**src/imc_pkg.sv**
```systemverilog
// Constants and types for the input mapping and mode control block
//
// Notes on behaviour
// - After reset input a drives channel 2 and input b drives channel 3.
// - Each direct input has a writable channel map selecting any set of channels.
// - In normal mode each channel is the OR of output bit, mapped PWM and mapped inputs.
// - Direct input levels are readable in the input level monitor register.
// - The input level monitor keeps tracking inputs in fallback mode too.
// - Low-power pin low with any input high gives fallback on default channels.
// - Low-power pin low with both inputs low gives sleep mode.
// - While the low-power pin is low all writable registers stay at their defaults.
// - Sleep disables the supply undervoltage detectors.
// - Sleep ignores register writes, returns zero on reads and drops serial enable.
package imc_pkg;

    localparam int NUM_CH = 8;
    localparam int DATA_W = 8;
    localparam int ADDR_W = 4;
    localparam int NUM_PINS = 3;
    localparam int NUM_PWM = 2;

    // Position of each pin in the synchronised pin vector
    localparam int PIN_A = 0;
    localparam int PIN_B = 1;
    localparam int PIN_LP_N = 2;

    localparam logic [ADDR_W-1:0] OFS_OUTPUT = 4'h0;
    localparam logic [ADDR_W-1:0] OFS_MAP_A = 4'h1;
    localparam logic [ADDR_W-1:0] OFS_MAP_B = 4'h2;
    localparam logic [ADDR_W-1:0] OFS_PWM0_MAP = 4'h3;
    localparam logic [ADDR_W-1:0] OFS_PWM1_MAP = 4'h4;
    localparam logic [ADDR_W-1:0] OFS_MONITOR = 4'h5;
    localparam logic [ADDR_W-1:0] OFS_MODE = 4'h6;

    localparam logic [DATA_W-1:0] RST_OUTPUT = 8'h00;
    localparam logic [DATA_W-1:0] RST_MAP_A = 8'h04;
    localparam logic [DATA_W-1:0] RST_MAP_B = 8'h08;
    localparam logic [DATA_W-1:0] RST_PWM_MAP = 8'h00;
    localparam logic [DATA_W-1:0] RD_ZERO = 8'h00;

    // Monitor register fields
    localparam int MON_A_BIT = 0;
    localparam int MON_B_BIT = 1;

    typedef enum logic [2:0] {
        MODE_NORMAL = 3'b001,
        MODE_FALLBACK = 3'b010,
        MODE_SLEEP = 3'b100
    } imc_mode_t;

endpackage : imc_pkg

```
**src/imc_pin_if.sv**
```systemverilog
// Bundle carrying raw pin levels to the synchroniser and back
`timescale 1ns/100ps
interface imc_pin_if;
    logic [imc_pkg::NUM_PINS-1:0] raw;
    logic [imc_pkg::NUM_PINS-1:0] synced;

    modport sync (
        input raw,
        output synced
    );

    modport user (
        output raw,
        input synced
    );
endinterface : imc_pin_if

```
**src/imc_mode_ctrl.sv**
```systemverilog
// Input mapping, channel drive and low-power mode control
`timescale 1ns/100ps
module imc_mode_ctrl (
    input wire logic sys_clk,
    input wire logic rst_n,
    input wire logic direct_input_a,
    input wire logic direct_input_b,
    input wire logic low_power_req_n,
    input wire logic [imc_pkg::NUM_PWM-1:0] pwm_gen_out,
    input wire logic [imc_pkg::ADDR_W-1:0] reg_addr,
    input wire logic [imc_pkg::DATA_W-1:0] reg_wdata,
    input wire logic reg_wr,
    input wire logic reg_rd,
    output logic [imc_pkg::DATA_W-1:0] reg_rdata,
    output logic [imc_pkg::NUM_CH-1:0] channel_drive,
    output logic serial_enable,
    output logic uv_detect_enable,
    output logic [2:0] mode_state
);

    imc_pin_if pin_bus ();

    assign pin_bus.raw[imc_pkg::PIN_A] = direct_input_a;
    assign pin_bus.raw[imc_pkg::PIN_B] = direct_input_b;
    assign pin_bus.raw[imc_pkg::PIN_LP_N] = low_power_req_n;

    imc_pin_sync u_sync (
        .sys_clk(sys_clk),
        .rst_n(rst_n),
        .pins(pin_bus)
    );

    // Synchronised pin levels
    logic in_a;
    logic in_b;
    logic lp_n;

    assign in_a = pin_bus.synced[imc_pkg::PIN_A];
    assign in_b = pin_bus.synced[imc_pkg::PIN_B];
    assign lp_n = pin_bus.synced[imc_pkg::PIN_LP_N];

    // Mode selection
    imc_pkg::imc_mode_t mode_reg;
    imc_pkg::imc_mode_t mode_next;

    logic any_input_high;

    assign any_input_high = in_a | in_b;

    always_comb
    begin
        case (mode_reg)
            imc_pkg::MODE_NORMAL,
            imc_pkg::MODE_FALLBACK,
            imc_pkg::MODE_SLEEP:
            begin
                if (lp_n)
                begin
                    mode_next = imc_pkg::MODE_NORMAL;
                end
                else if (any_input_high)
                begin
                    mode_next = imc_pkg::MODE_FALLBACK;
                end
                else
                begin
                    mode_next = imc_pkg::MODE_SLEEP;
                end
            end
            default:
            begin
                mode_next = imc_pkg::MODE_NORMAL;
            end
        endcase
    end

    // Reset loads normal mode, but the synchroniser resets low, so sleep follows until it settles
    always_ff @(posedge sys_clk or negedge rst_n)
    begin
        if (!rst_n)
        begin
            mode_reg <= imc_pkg::MODE_NORMAL;
        end
        else
        begin
            mode_reg <= mode_next;
        end
    end

    logic is_normal;
    logic is_fallback;
    logic is_sleep;

    assign is_normal = (mode_reg == imc_pkg::MODE_NORMAL);
    assign is_fallback = (mode_reg == imc_pkg::MODE_FALLBACK);
    assign is_sleep = (mode_reg == imc_pkg::MODE_SLEEP);

    // Register access decode
    logic bus_live;
    logic wr_ok;
    logic rd_ok;

    // Fallback still answers reads, so the monitor stays visible
    assign bus_live = !is_sleep;
    assign wr_ok = reg_wr & bus_live;
    assign rd_ok = reg_rd & bus_live;

    logic wr_output;
    logic wr_map_a;
    logic wr_map_b;
    logic wr_pwm0;
    logic wr_pwm1;

    assign wr_output = wr_ok & (reg_addr == imc_pkg::OFS_OUTPUT);
    assign wr_map_a = wr_ok & (reg_addr == imc_pkg::OFS_MAP_A);
    assign wr_map_b = wr_ok & (reg_addr == imc_pkg::OFS_MAP_B);
    assign wr_pwm0 = wr_ok & (reg_addr == imc_pkg::OFS_PWM0_MAP);
    assign wr_pwm1 = wr_ok & (reg_addr == imc_pkg::OFS_PWM1_MAP);

    // Writable registers
    logic [imc_pkg::DATA_W-1:0] output_reg;
    logic [imc_pkg::DATA_W-1:0] input_a_channel_map_reg;
    logic [imc_pkg::DATA_W-1:0] input_b_channel_map_reg;
    logic [imc_pkg::DATA_W-1:0] pwm0_map_reg;
    logic [imc_pkg::DATA_W-1:0] pwm1_map_reg;

    logic hold_default;

    // Low pin level forces defaults and beats any write
    assign hold_default = !lp_n;

    logic [imc_pkg::DATA_W-1:0] output_next;
    logic [imc_pkg::DATA_W-1:0] map_a_next;
    logic [imc_pkg::DATA_W-1:0] map_b_next;
    logic [imc_pkg::DATA_W-1:0] pwm0_next;
    logic [imc_pkg::DATA_W-1:0] pwm1_next;

    assign output_next = hold_default ? imc_pkg::RST_OUTPUT :
                         wr_output ? reg_wdata : output_reg;
    assign map_a_next = hold_default ? imc_pkg::RST_MAP_A :
                        wr_map_a ? reg_wdata : input_a_channel_map_reg;
    assign map_b_next = hold_default ? imc_pkg::RST_MAP_B :
                        wr_map_b ? reg_wdata : input_b_channel_map_reg;
    assign pwm0_next = hold_default ? imc_pkg::RST_PWM_MAP :
                       wr_pwm0 ? reg_wdata : pwm0_map_reg;
    assign pwm1_next = hold_default ? imc_pkg::RST_PWM_MAP :
                       wr_pwm1 ? reg_wdata : pwm1_map_reg;

    always_ff @(posedge sys_clk or negedge rst_n)
    begin
        if (!rst_n)
        begin
            output_reg <= imc_pkg::RST_OUTPUT;
            input_a_channel_map_reg <= imc_pkg::RST_MAP_A;
            input_b_channel_map_reg <= imc_pkg::RST_MAP_B;
            pwm0_map_reg <= imc_pkg::RST_PWM_MAP;
            pwm1_map_reg <= imc_pkg::RST_PWM_MAP;
        end
        else
        begin
            output_reg <= output_next;
            input_a_channel_map_reg <= map_a_next;
            input_b_channel_map_reg <= map_b_next;
            pwm0_map_reg <= pwm0_next;
            pwm1_map_reg <= pwm1_next;
        end
    end

    // Input level monitor follows the pins in every mode
    logic [imc_pkg::DATA_W-1:0] input_level_monitor;

    always_comb
    begin
        input_level_monitor = imc_pkg::RD_ZERO;
        input_level_monitor[imc_pkg::MON_A_BIT] = in_a;
        input_level_monitor[imc_pkg::MON_B_BIT] = in_b;
    end

    logic [imc_pkg::DATA_W-1:0] mode_status;

    assign mode_status = {5'h00, mode_reg};

    // Read path, data only in the cycle after the strobe
    logic [imc_pkg::DATA_W-1:0] rd_sel;

    always_comb
    begin
        case (reg_addr)
            imc_pkg::OFS_OUTPUT:
            begin
                rd_sel = output_reg;
            end
            imc_pkg::OFS_MAP_A:
            begin
                rd_sel = input_a_channel_map_reg;
            end
            imc_pkg::OFS_MAP_B:
            begin
                rd_sel = input_b_channel_map_reg;
            end
            imc_pkg::OFS_PWM0_MAP:
            begin
                rd_sel = pwm0_map_reg;
            end
            imc_pkg::OFS_PWM1_MAP:
            begin
                rd_sel = pwm1_map_reg;
            end
            imc_pkg::OFS_MONITOR:
            begin
                rd_sel = input_level_monitor;
            end
            imc_pkg::OFS_MODE:
            begin
                rd_sel = mode_status;
            end
            default:
            begin
                rd_sel = imc_pkg::RD_ZERO;
            end
        endcase
    end

    logic [imc_pkg::DATA_W-1:0] rdata_reg;
    logic [imc_pkg::DATA_W-1:0] rdata_next;

    assign rdata_next = rd_ok ? rd_sel : imc_pkg::RD_ZERO;

    always_ff @(posedge sys_clk or negedge rst_n)
    begin
        if (!rst_n)
        begin
            rdata_reg <= imc_pkg::RD_ZERO;
        end
        else
        begin
            rdata_reg <= rdata_next;
        end
    end

    assign reg_rdata = rdata_reg;

    // Per-channel drive combination
    logic [imc_pkg::NUM_CH-1:0] normal_drive;
    logic [imc_pkg::NUM_CH-1:0] fallback_drive;

    genvar c;
    generate
        for (c = 0; c < imc_pkg::NUM_CH; c++)
        begin : g_ch
            assign normal_drive[c] = output_reg[c]
                | (pwm_gen_out[0] & pwm0_map_reg[c])
                | (pwm_gen_out[1] & pwm1_map_reg[c])
                | (in_a & input_a_channel_map_reg[c])
                | (in_b & input_b_channel_map_reg[c]);
            // Fallback ignores maps and uses only the fixed defaults
            assign fallback_drive[c] = (in_a & imc_pkg::RST_MAP_A[c])
                | (in_b & imc_pkg::RST_MAP_B[c]);
        end
    endgenerate

    logic [imc_pkg::NUM_CH-1:0] drive_next;

    assign drive_next = is_normal ? normal_drive :
                        is_fallback ? fallback_drive :
                        {imc_pkg::NUM_CH{1'b0}};

    logic [imc_pkg::NUM_CH-1:0] drive_reg;

    always_ff @(posedge sys_clk or negedge rst_n)
    begin
        if (!rst_n)
        begin
            drive_reg <= {imc_pkg::NUM_CH{1'b0}};
        end
        else
        begin
            drive_reg <= drive_next;
        end
    end

    assign channel_drive = drive_reg;

    // Sleep side effects, registered so the pins never glitch
    logic serial_en_reg;
    logic uv_en_reg;

    always_ff @(posedge sys_clk or negedge rst_n)
    begin
        if (!rst_n)
        begin
            serial_en_reg <= 1'b1;
            uv_en_reg <= 1'b1;
        end
        else
        begin
            serial_en_reg <= (mode_next != imc_pkg::MODE_SLEEP);
            uv_en_reg <= (mode_next != imc_pkg::MODE_SLEEP);
        end
    end

    assign serial_enable = serial_en_reg;
    assign uv_detect_enable = uv_en_reg;
    assign mode_state = mode_reg;

endmodule : imc_mode_ctrl

```
**src/imc_pin_sync.sv**
```systemverilog
// Two-stage synchroniser for the control pins
`timescale 1ns/100ps
module imc_pin_sync (
    input wire logic sys_clk,
    input wire logic rst_n,
    imc_pin_if.sync pins
);

    logic [imc_pkg::NUM_PINS-1:0] meta_reg;
    logic [imc_pkg::NUM_PINS-1:0] stable_reg;

    // First stage is read only by the second stage
    genvar g;
    generate
        for (g = 0; g < imc_pkg::NUM_PINS; g++)
        begin : g_bit
            always_ff @(posedge sys_clk or negedge rst_n)
            begin
                if (!rst_n)
                begin
                    meta_reg[g] <= 1'b0;
                    stable_reg[g] <= 1'b0;
                end
                else
                begin
                    meta_reg[g] <= pins.raw[g];
                    stable_reg[g] <= meta_reg[g];
                end
            end
        end
    endgenerate

    assign pins.synced = stable_reg;

endmodule : imc_pin_sync

```
**config.mk**
```make
export PLATFORM = sky130hd
export DESIGN_NAME = imc_mode_ctrl
export DESIGN_NICKNAME = d
export VERILOG_FILES = /design/src/imc_pkg.sv /design/src/imc_pin_if.sv /design/src/imc_mode_ctrl.sv /design/src/imc_pin_sync.sv
export SDC_FILE = /design/constraint.sdc
export NUM_CORES = 1
export LEC_CHECK = 0
export BUFFER_PORTS_ARGS = -buffer_cell sky130_fd_sc_hd__buf_4
export CAP_MARGIN = 20
export CORE_ASPECT_RATIO = 1.4
export CORE_MARGIN = 2
export CORE_UTILIZATION = 55
export CTS_BUF_LIST = sky130_fd_sc_hd__clkbuf_16
export DETAILED_ROUTE_END_ITERATION = 10
export PLACE_DENSITY = 0.77
export SLEW_MARGIN = 0
export SYNTH_ARGS = -nofsm -noshare
export SYNTH_HDL_FRONTEND = slang
export SYNTH_SLANG_ARGS = --single-unit
```
**constraint.sdc**
```tcl
create_clock -name sys_clk -period 1.8 [get_ports sys_clk]
set_input_delay 0.18 -clock sys_clk [delete_from_list [all_inputs] [get_ports sys_clk]]
set_output_delay 0.18 -clock sys_clk [all_outputs]
set_load 0.1 [all_outputs]
```
Yosys cells after proc, flatten, opt, wreduce, memory -nomap -nowiden:

Cells that the tools add are included.

* flip-flop bits (word level): 66
* input bits: 21
* output and inout bits: 21
* word-level logic and storage cells: 122

* equality and inequality tests: 15
* muxes and demuxes: 17
* bitwise gates (word level): 72
* reduce and logical (&&, ||, !) cells: 3

Operator list (count)
* two-way mux 8 bit: 12
* one-hot mux 8 bit (7 select lines): 1
* bitwise AND 1 bit: 39
* bitwise OR 1 bit: 33
* == test 4 x 3 -> 1 bit, second input constant: 3
* inequality test 2 bit, second input constant: 5
* two-way mux 3 bit: 3
* == test 4 x 2 -> 1 bit, second input constant: 2
* == test 4 x 1 -> 1 bit, second input constant: 1
* logical NOT 4 bit: 1
* two-way mux 4 bit: 1
* == test 3 x 1 -> 1 bit, second input constant: 1
* == test 3 x 2 -> 1 bit, second input constant: 1
* == test 3 bit, second input constant: 1
* inequality test 3 bit, second input constant: 1
* OR reduction 3 bit: 1
* logical NOT 1 bit: 1

Logic depth before layout (Yosys ltp):

* depth in word-level cells: 6
* gate-level depth with buffers: 6
* gate-level depth less buffers: 4

Cells and area by module:

Synthesis repeated with hierarchy kept, for this count alone.

* cells, all modules: 270
* area, all modules: 3100.5 sq um

By module, submodules not included
* imc_mode_ctrl: instances 1, cells an instance 264, area each 2950.3 sq um, seq. area each 1506.4 sq um
* imc_pin_sync: instances 1, cells an instance 6, area each 150.1 sq um, seq. area each 150.1 sq um

Worst setup path before layout:

OpenSTA, ideal clock, no wires.

* path type: flip-flop to flip-flop
* from: register mode_reg[2], in the netlist mode_state[2]
* to: register pwm1_map_reg[0] (netlist name)
* setup time: 0.120 ns
* arrival: 1.951 ns
* required time: 1.680 ns
* setup slack: -0.272 ns
* stages on the path, launching flop included: 6
* path buffers: 1
* clock period less this slack: 2.072 ns
* cells stage by stage: dfrtp_1 -> or3b_1 -> buf_6 -> nand4_4 -> mux2i_1 -> nor2b_1

* word-level cells in the longest chain between the ends: 5

Ends and longest elaborated chain
* start, declared: RTL line imc_mode_ctrl.sv:43 `imc_pkg::imc_mode_t mode_reg;`
* start signal, assigned: RTL line imc_mode_ctrl.sv:82 `mode_reg <= imc_pkg::MODE_NORMAL;`
* start signal, assigned: RTL line imc_mode_ctrl.sv:86 `mode_reg <= mode_next;`
* == test 3 bit: RTL line imc_mode_ctrl.sv:96 `assign is_sleep = (mode_reg == imc_pkg::MODE_SLEEP);`
* logical NOT 1 bit: RTL line imc_mode_ctrl.sv:104 `assign bus_live = !is_sleep;`
* bitwise AND 1 bit: RTL line imc_mode_ctrl.sv:105 `assign wr_ok = reg_wr & bus_live;`
* bitwise AND 1 bit: RTL line imc_mode_ctrl.sv:118 `assign wr_pwm1 = wr_ok & (reg_addr == imc_pkg::OFS_PWM1_MAP);`
* inequality test 2 bit (no line)
* end signal, assigned: RTL line imc_mode_ctrl.sv:157 `pwm1_map_reg <= imc_pkg::RST_PWM_MAP;`
* end signal, assigned: RTL line imc_mode_ctrl.sv:165 `pwm1_map_reg <= pwm1_next;`
* end, declared: RTL line imc_mode_ctrl.sv:125 `logic [imc_pkg::DATA_W-1:0] pwm1_map_reg;`

No other way between the ends.
A chain may end at the register's enable or synchronous reset.

Worst setup path after layout:

* from: register mode_reg[1], in the netlist mode_state[1]
* to: register pwm1_map_reg[5] (netlist name)

The elaborated chain is that of the path after synthesis.

==> results.tsv <==
stage	metric	value	unit
status	status	finished, final reports clean	
placed_design	DP HPWL	5.05	mm
layout	commonest non-fill, non-tap cell in the layout	dfrtp_1	
critical_path	Critical Path Sink Type	flop	
logic_synthesis	synth warn	0	
power	combinational fraction of design power	14.7	%
power	Max VDD drop	821	uV
power	Lkg Pwr	1.77	nW
floorplanning	placement row count	32	
clocking	Root Driver	clkbuf_16	
logic_synthesis	Post-Syn Area	3090	um^2
sta	Final WS setup	0.233	ns
critical_path	worst path cell trace	or3b_4, nand4_4, mux2i_1, nor2b_1	
floorplanning	Initial Util	56.3	%
critical_path	Worst setup SP type	flop	
power	sequential power share	43.6	%
power	Switching Fraction	27.9	%
sta	Rel. slew slack	65.8	%
floorplanning	Core ar.	5490	um^2
power	Pwr Density	942	nW/um^2
placed_design	I/O Buffers	41	
logic_synthesis	Synth area leaders	dfrtp_1, mux2i_1, nor2b_1, nand3_1, dfstp_2	
worst_hold_path	Worst Hold Class	in2reg	
critical_path	WP buf/inv	0	
power	Power Internal	0.00259	W
placed_design	placed inst area	3510	um^2
critical_path	Worst Path Arrival	1.78	ns
sta	Final min period	1.57	ns
route	DR DRC count	0	
logic_synthesis	register area share after synthesis	53.6	%
grt	vias in the first global route	2455	
placed_design	routability congestion estimate	0.884	
critical_path	worst stage delay on the critical path	0.50	ns
grt	initial antenna violation count	0	
logic_synthesis	flops & latches, synth	66	
sta	Final Slew Violations	0	
grt	GRT overflow	0	
critical_path	critical path's slowest cell	or3b_4	
layout	most frequent cells in the layout	dfrtp_1, buf_4, nor2b_1, nand3_1, mux2i_1	
power	Total Power	0.00359	W
sta	final setup vio count	0	
sta	part of the cycle the worst path needs	87.1	%
floorplanning	Die Span Y	92.7	um
critical_path	WP data required	2.01	ns
sta	final clock skew	0.00403	ns
layout	Core Util, Final	69.5	%
route	Via Count	2436	
sta	Worst-Margin Slew	0.514	ns
grt	Total GRT Usage	28.0	%
grt	first-pass GRT wire length	12.6	mm
clocking	clock slew at reported path FFs	0.05	ns
sta	final-report hold violation count	0	
run	max_cap viols	0	
layout	share of layout cells above drive strength 1	27.2	%
logic_synthesis	mean area per synthesized cell	11.4	um^2
logic_synthesis	post-synth top area cell	dfrtp_1	
clocking	Bufs on Longest Clock Path	2	
clocking	CTS tree	built	
floorplanning	die width	67.3	um
critical_path	gate family responsible for the most delay along the worst path	simple AND/OR/NAND/NOR gates	
layout	area grow syn2layout	23.4	%
route	vias per cell	6.23	
critical_path	Critical Path Fanout Max	8	
sta	Fin Setup TNS	0	ns
clocking	Worst-Skew Late Latency	0.33	ns
critical_path	Worst Setup Path Type	reg2reg	
placed_design	Setup WS pre-CTS	0.0465	ns
route	Iteration-0 DRC Markers	271	
grt	largest net degree at the start of global routing	39	
layout	Fill cells	446	
layout	NumNets Final	339	
route	routed length per instance	19.5	um
clocking	H-tree depth	3	
layout	Ant. Diodes	0	
clocking	CTS sink cnt	66	
sta	Max Freq	638	MHz
power	switching power	0.00100	W
power	Clock power frac	41.7	%
clocking	clock buffers created by TritonCTS	9	
logic_synthesis	Synth top area share	50.2	%
route	WL final	7.62	mm
logic_synthesis	Post-Synthesis Cells	271	
floorplanning	die area	6240	um^2
logic_synthesis	Yosys cell types	40	
route	Pre-antenna DRT Iters	4	
floorplanning	total I/O pin count	42	
layout	final instance area	3810	um^2
route	ANT nets after route	0	
logic_synthesis	Syn Nets	292	
sta	RSZ-0062 raised after global routing	no	
[cell families after synthesis]
kind of cell	synth area share, %
mux	9.84
simple gates	17.5
flops	53.6
buf+inv	3.60
compound gates	15.5
[layer usage]
metal | routed length [um] | vias up | track usage (%)
met4 | 197 | 0 | 15.3
met2 | 3950 | 125 | 43.8
met3 | 607 | 20 | 6.44
met5 | 0 | - | 0
met1 | 2860 | 1190 | 35.3
li1 | - | 1101 | -
[power groups by stage]
stage | clock network (W) | logic, W | registers (W)
floorplan | 0 | 0.000183 | 0.00173
global placement | 0 | 0.000511 | 0.00159
detailed placement | 0 | 0.000518 | 0.00159
CTS | 0.00151 | 0.000526 | 0.00156
global route | 0.00158 | 0.000560 | 0.00157
finish | 0.00150 | 0.000528 | 0.00156
[tightest hold or removal path: cells and delay by family]
kind	cells	cell delay, ns
AND/OR/NAND/NOR	1	0.06
multiplexers	1	0.06
buffers and inverters	1	0.11
[repair_timing]
| action | in CTS | in global routing |
|---|---|---|
| setup endpoints to repair | 0 | 6 |
| setup buffers | 0 | 0 |
| hold buffers | 4 | 0 |
| endpoints found under the hold margin | 28 | 0 |
| resized for setup | 0 | 1 |
[cell usage after synthesis]
library cell  number
buf_4              4
mux2_1             1
nand2_1           13
a222oi_1           8
nand2b_1           2
clkbuf_1           9
clkbuf_2           1
nor2_4             1
mux2i_1           18
nand3_1           24
nor3_2             1
and4bb_2           1
nor2_1             8
a31oi_1            1
nor2b_1           26
buf_2              4
nor3_1             1
a21oi_1           16
dfstp_2            4
a32oi_1            4
or3b_1             1
nand3_4            1
a21o_1             1
a22oi_1            3
dfrtp_1           62
mux2_2             6
buf_6              1
inv_1              2
o21ai_0           10
a211o_1            1
nand4_4            4
nand4b_1           1
o21bai_1           1
a22o_1            10
nor2_2             1
o32ai_1            2
buf_1              1
o21ai_1           12
a211oi_1           2
mux4_2             2
[path summary, 6_finish.rpt]
path / startpoint / to / slack, ns / cells after the start
worst max-delay path: mode_state[1] / pwm1_map_reg[5] / 0.23 / 4
worst min-delay path: reg_wdata[2] / input_a_channel_map_reg[2] / 0.12 / 3
worst max register to register: mode_state[1] / pwm1_map_reg[5] / 0.23 / 4
worst min register to register: u_sync.meta_reg[2] / u_sync.pins.synced[2] / 0.35 / 0
max in group asynchronous: rst_n / input_a_channel_map_reg[2] / 0.87 / 3
min in group asynchronous: rst_n / u_sync.pins.synced[2] / 0.33 / 2
[per-stage QoR]
step	hold WS (ns)	instances
2_1_floorplan	-0.116	271
3_5_place_dp	0.132	371
3_3_place_gp	0.123	371
4_1_cts	0.112	391
5_1_grt	0.125	391
6_report	0.119	391
[final cells by class]
type	instances	area, um^2	share of cell area, %
Tap cell	68	85.1	2.23
Multi-Input combinational cell	183	1320	34.7
Clock inverter	7	30.0	0.788
Sequential cell	66	1660	43.5
Inverter	2	7.51	0.197
Timing Repair Buffer	56	480	12.6
Clock buffer	9	225	5.91
(Power assumes the default switching activity.)
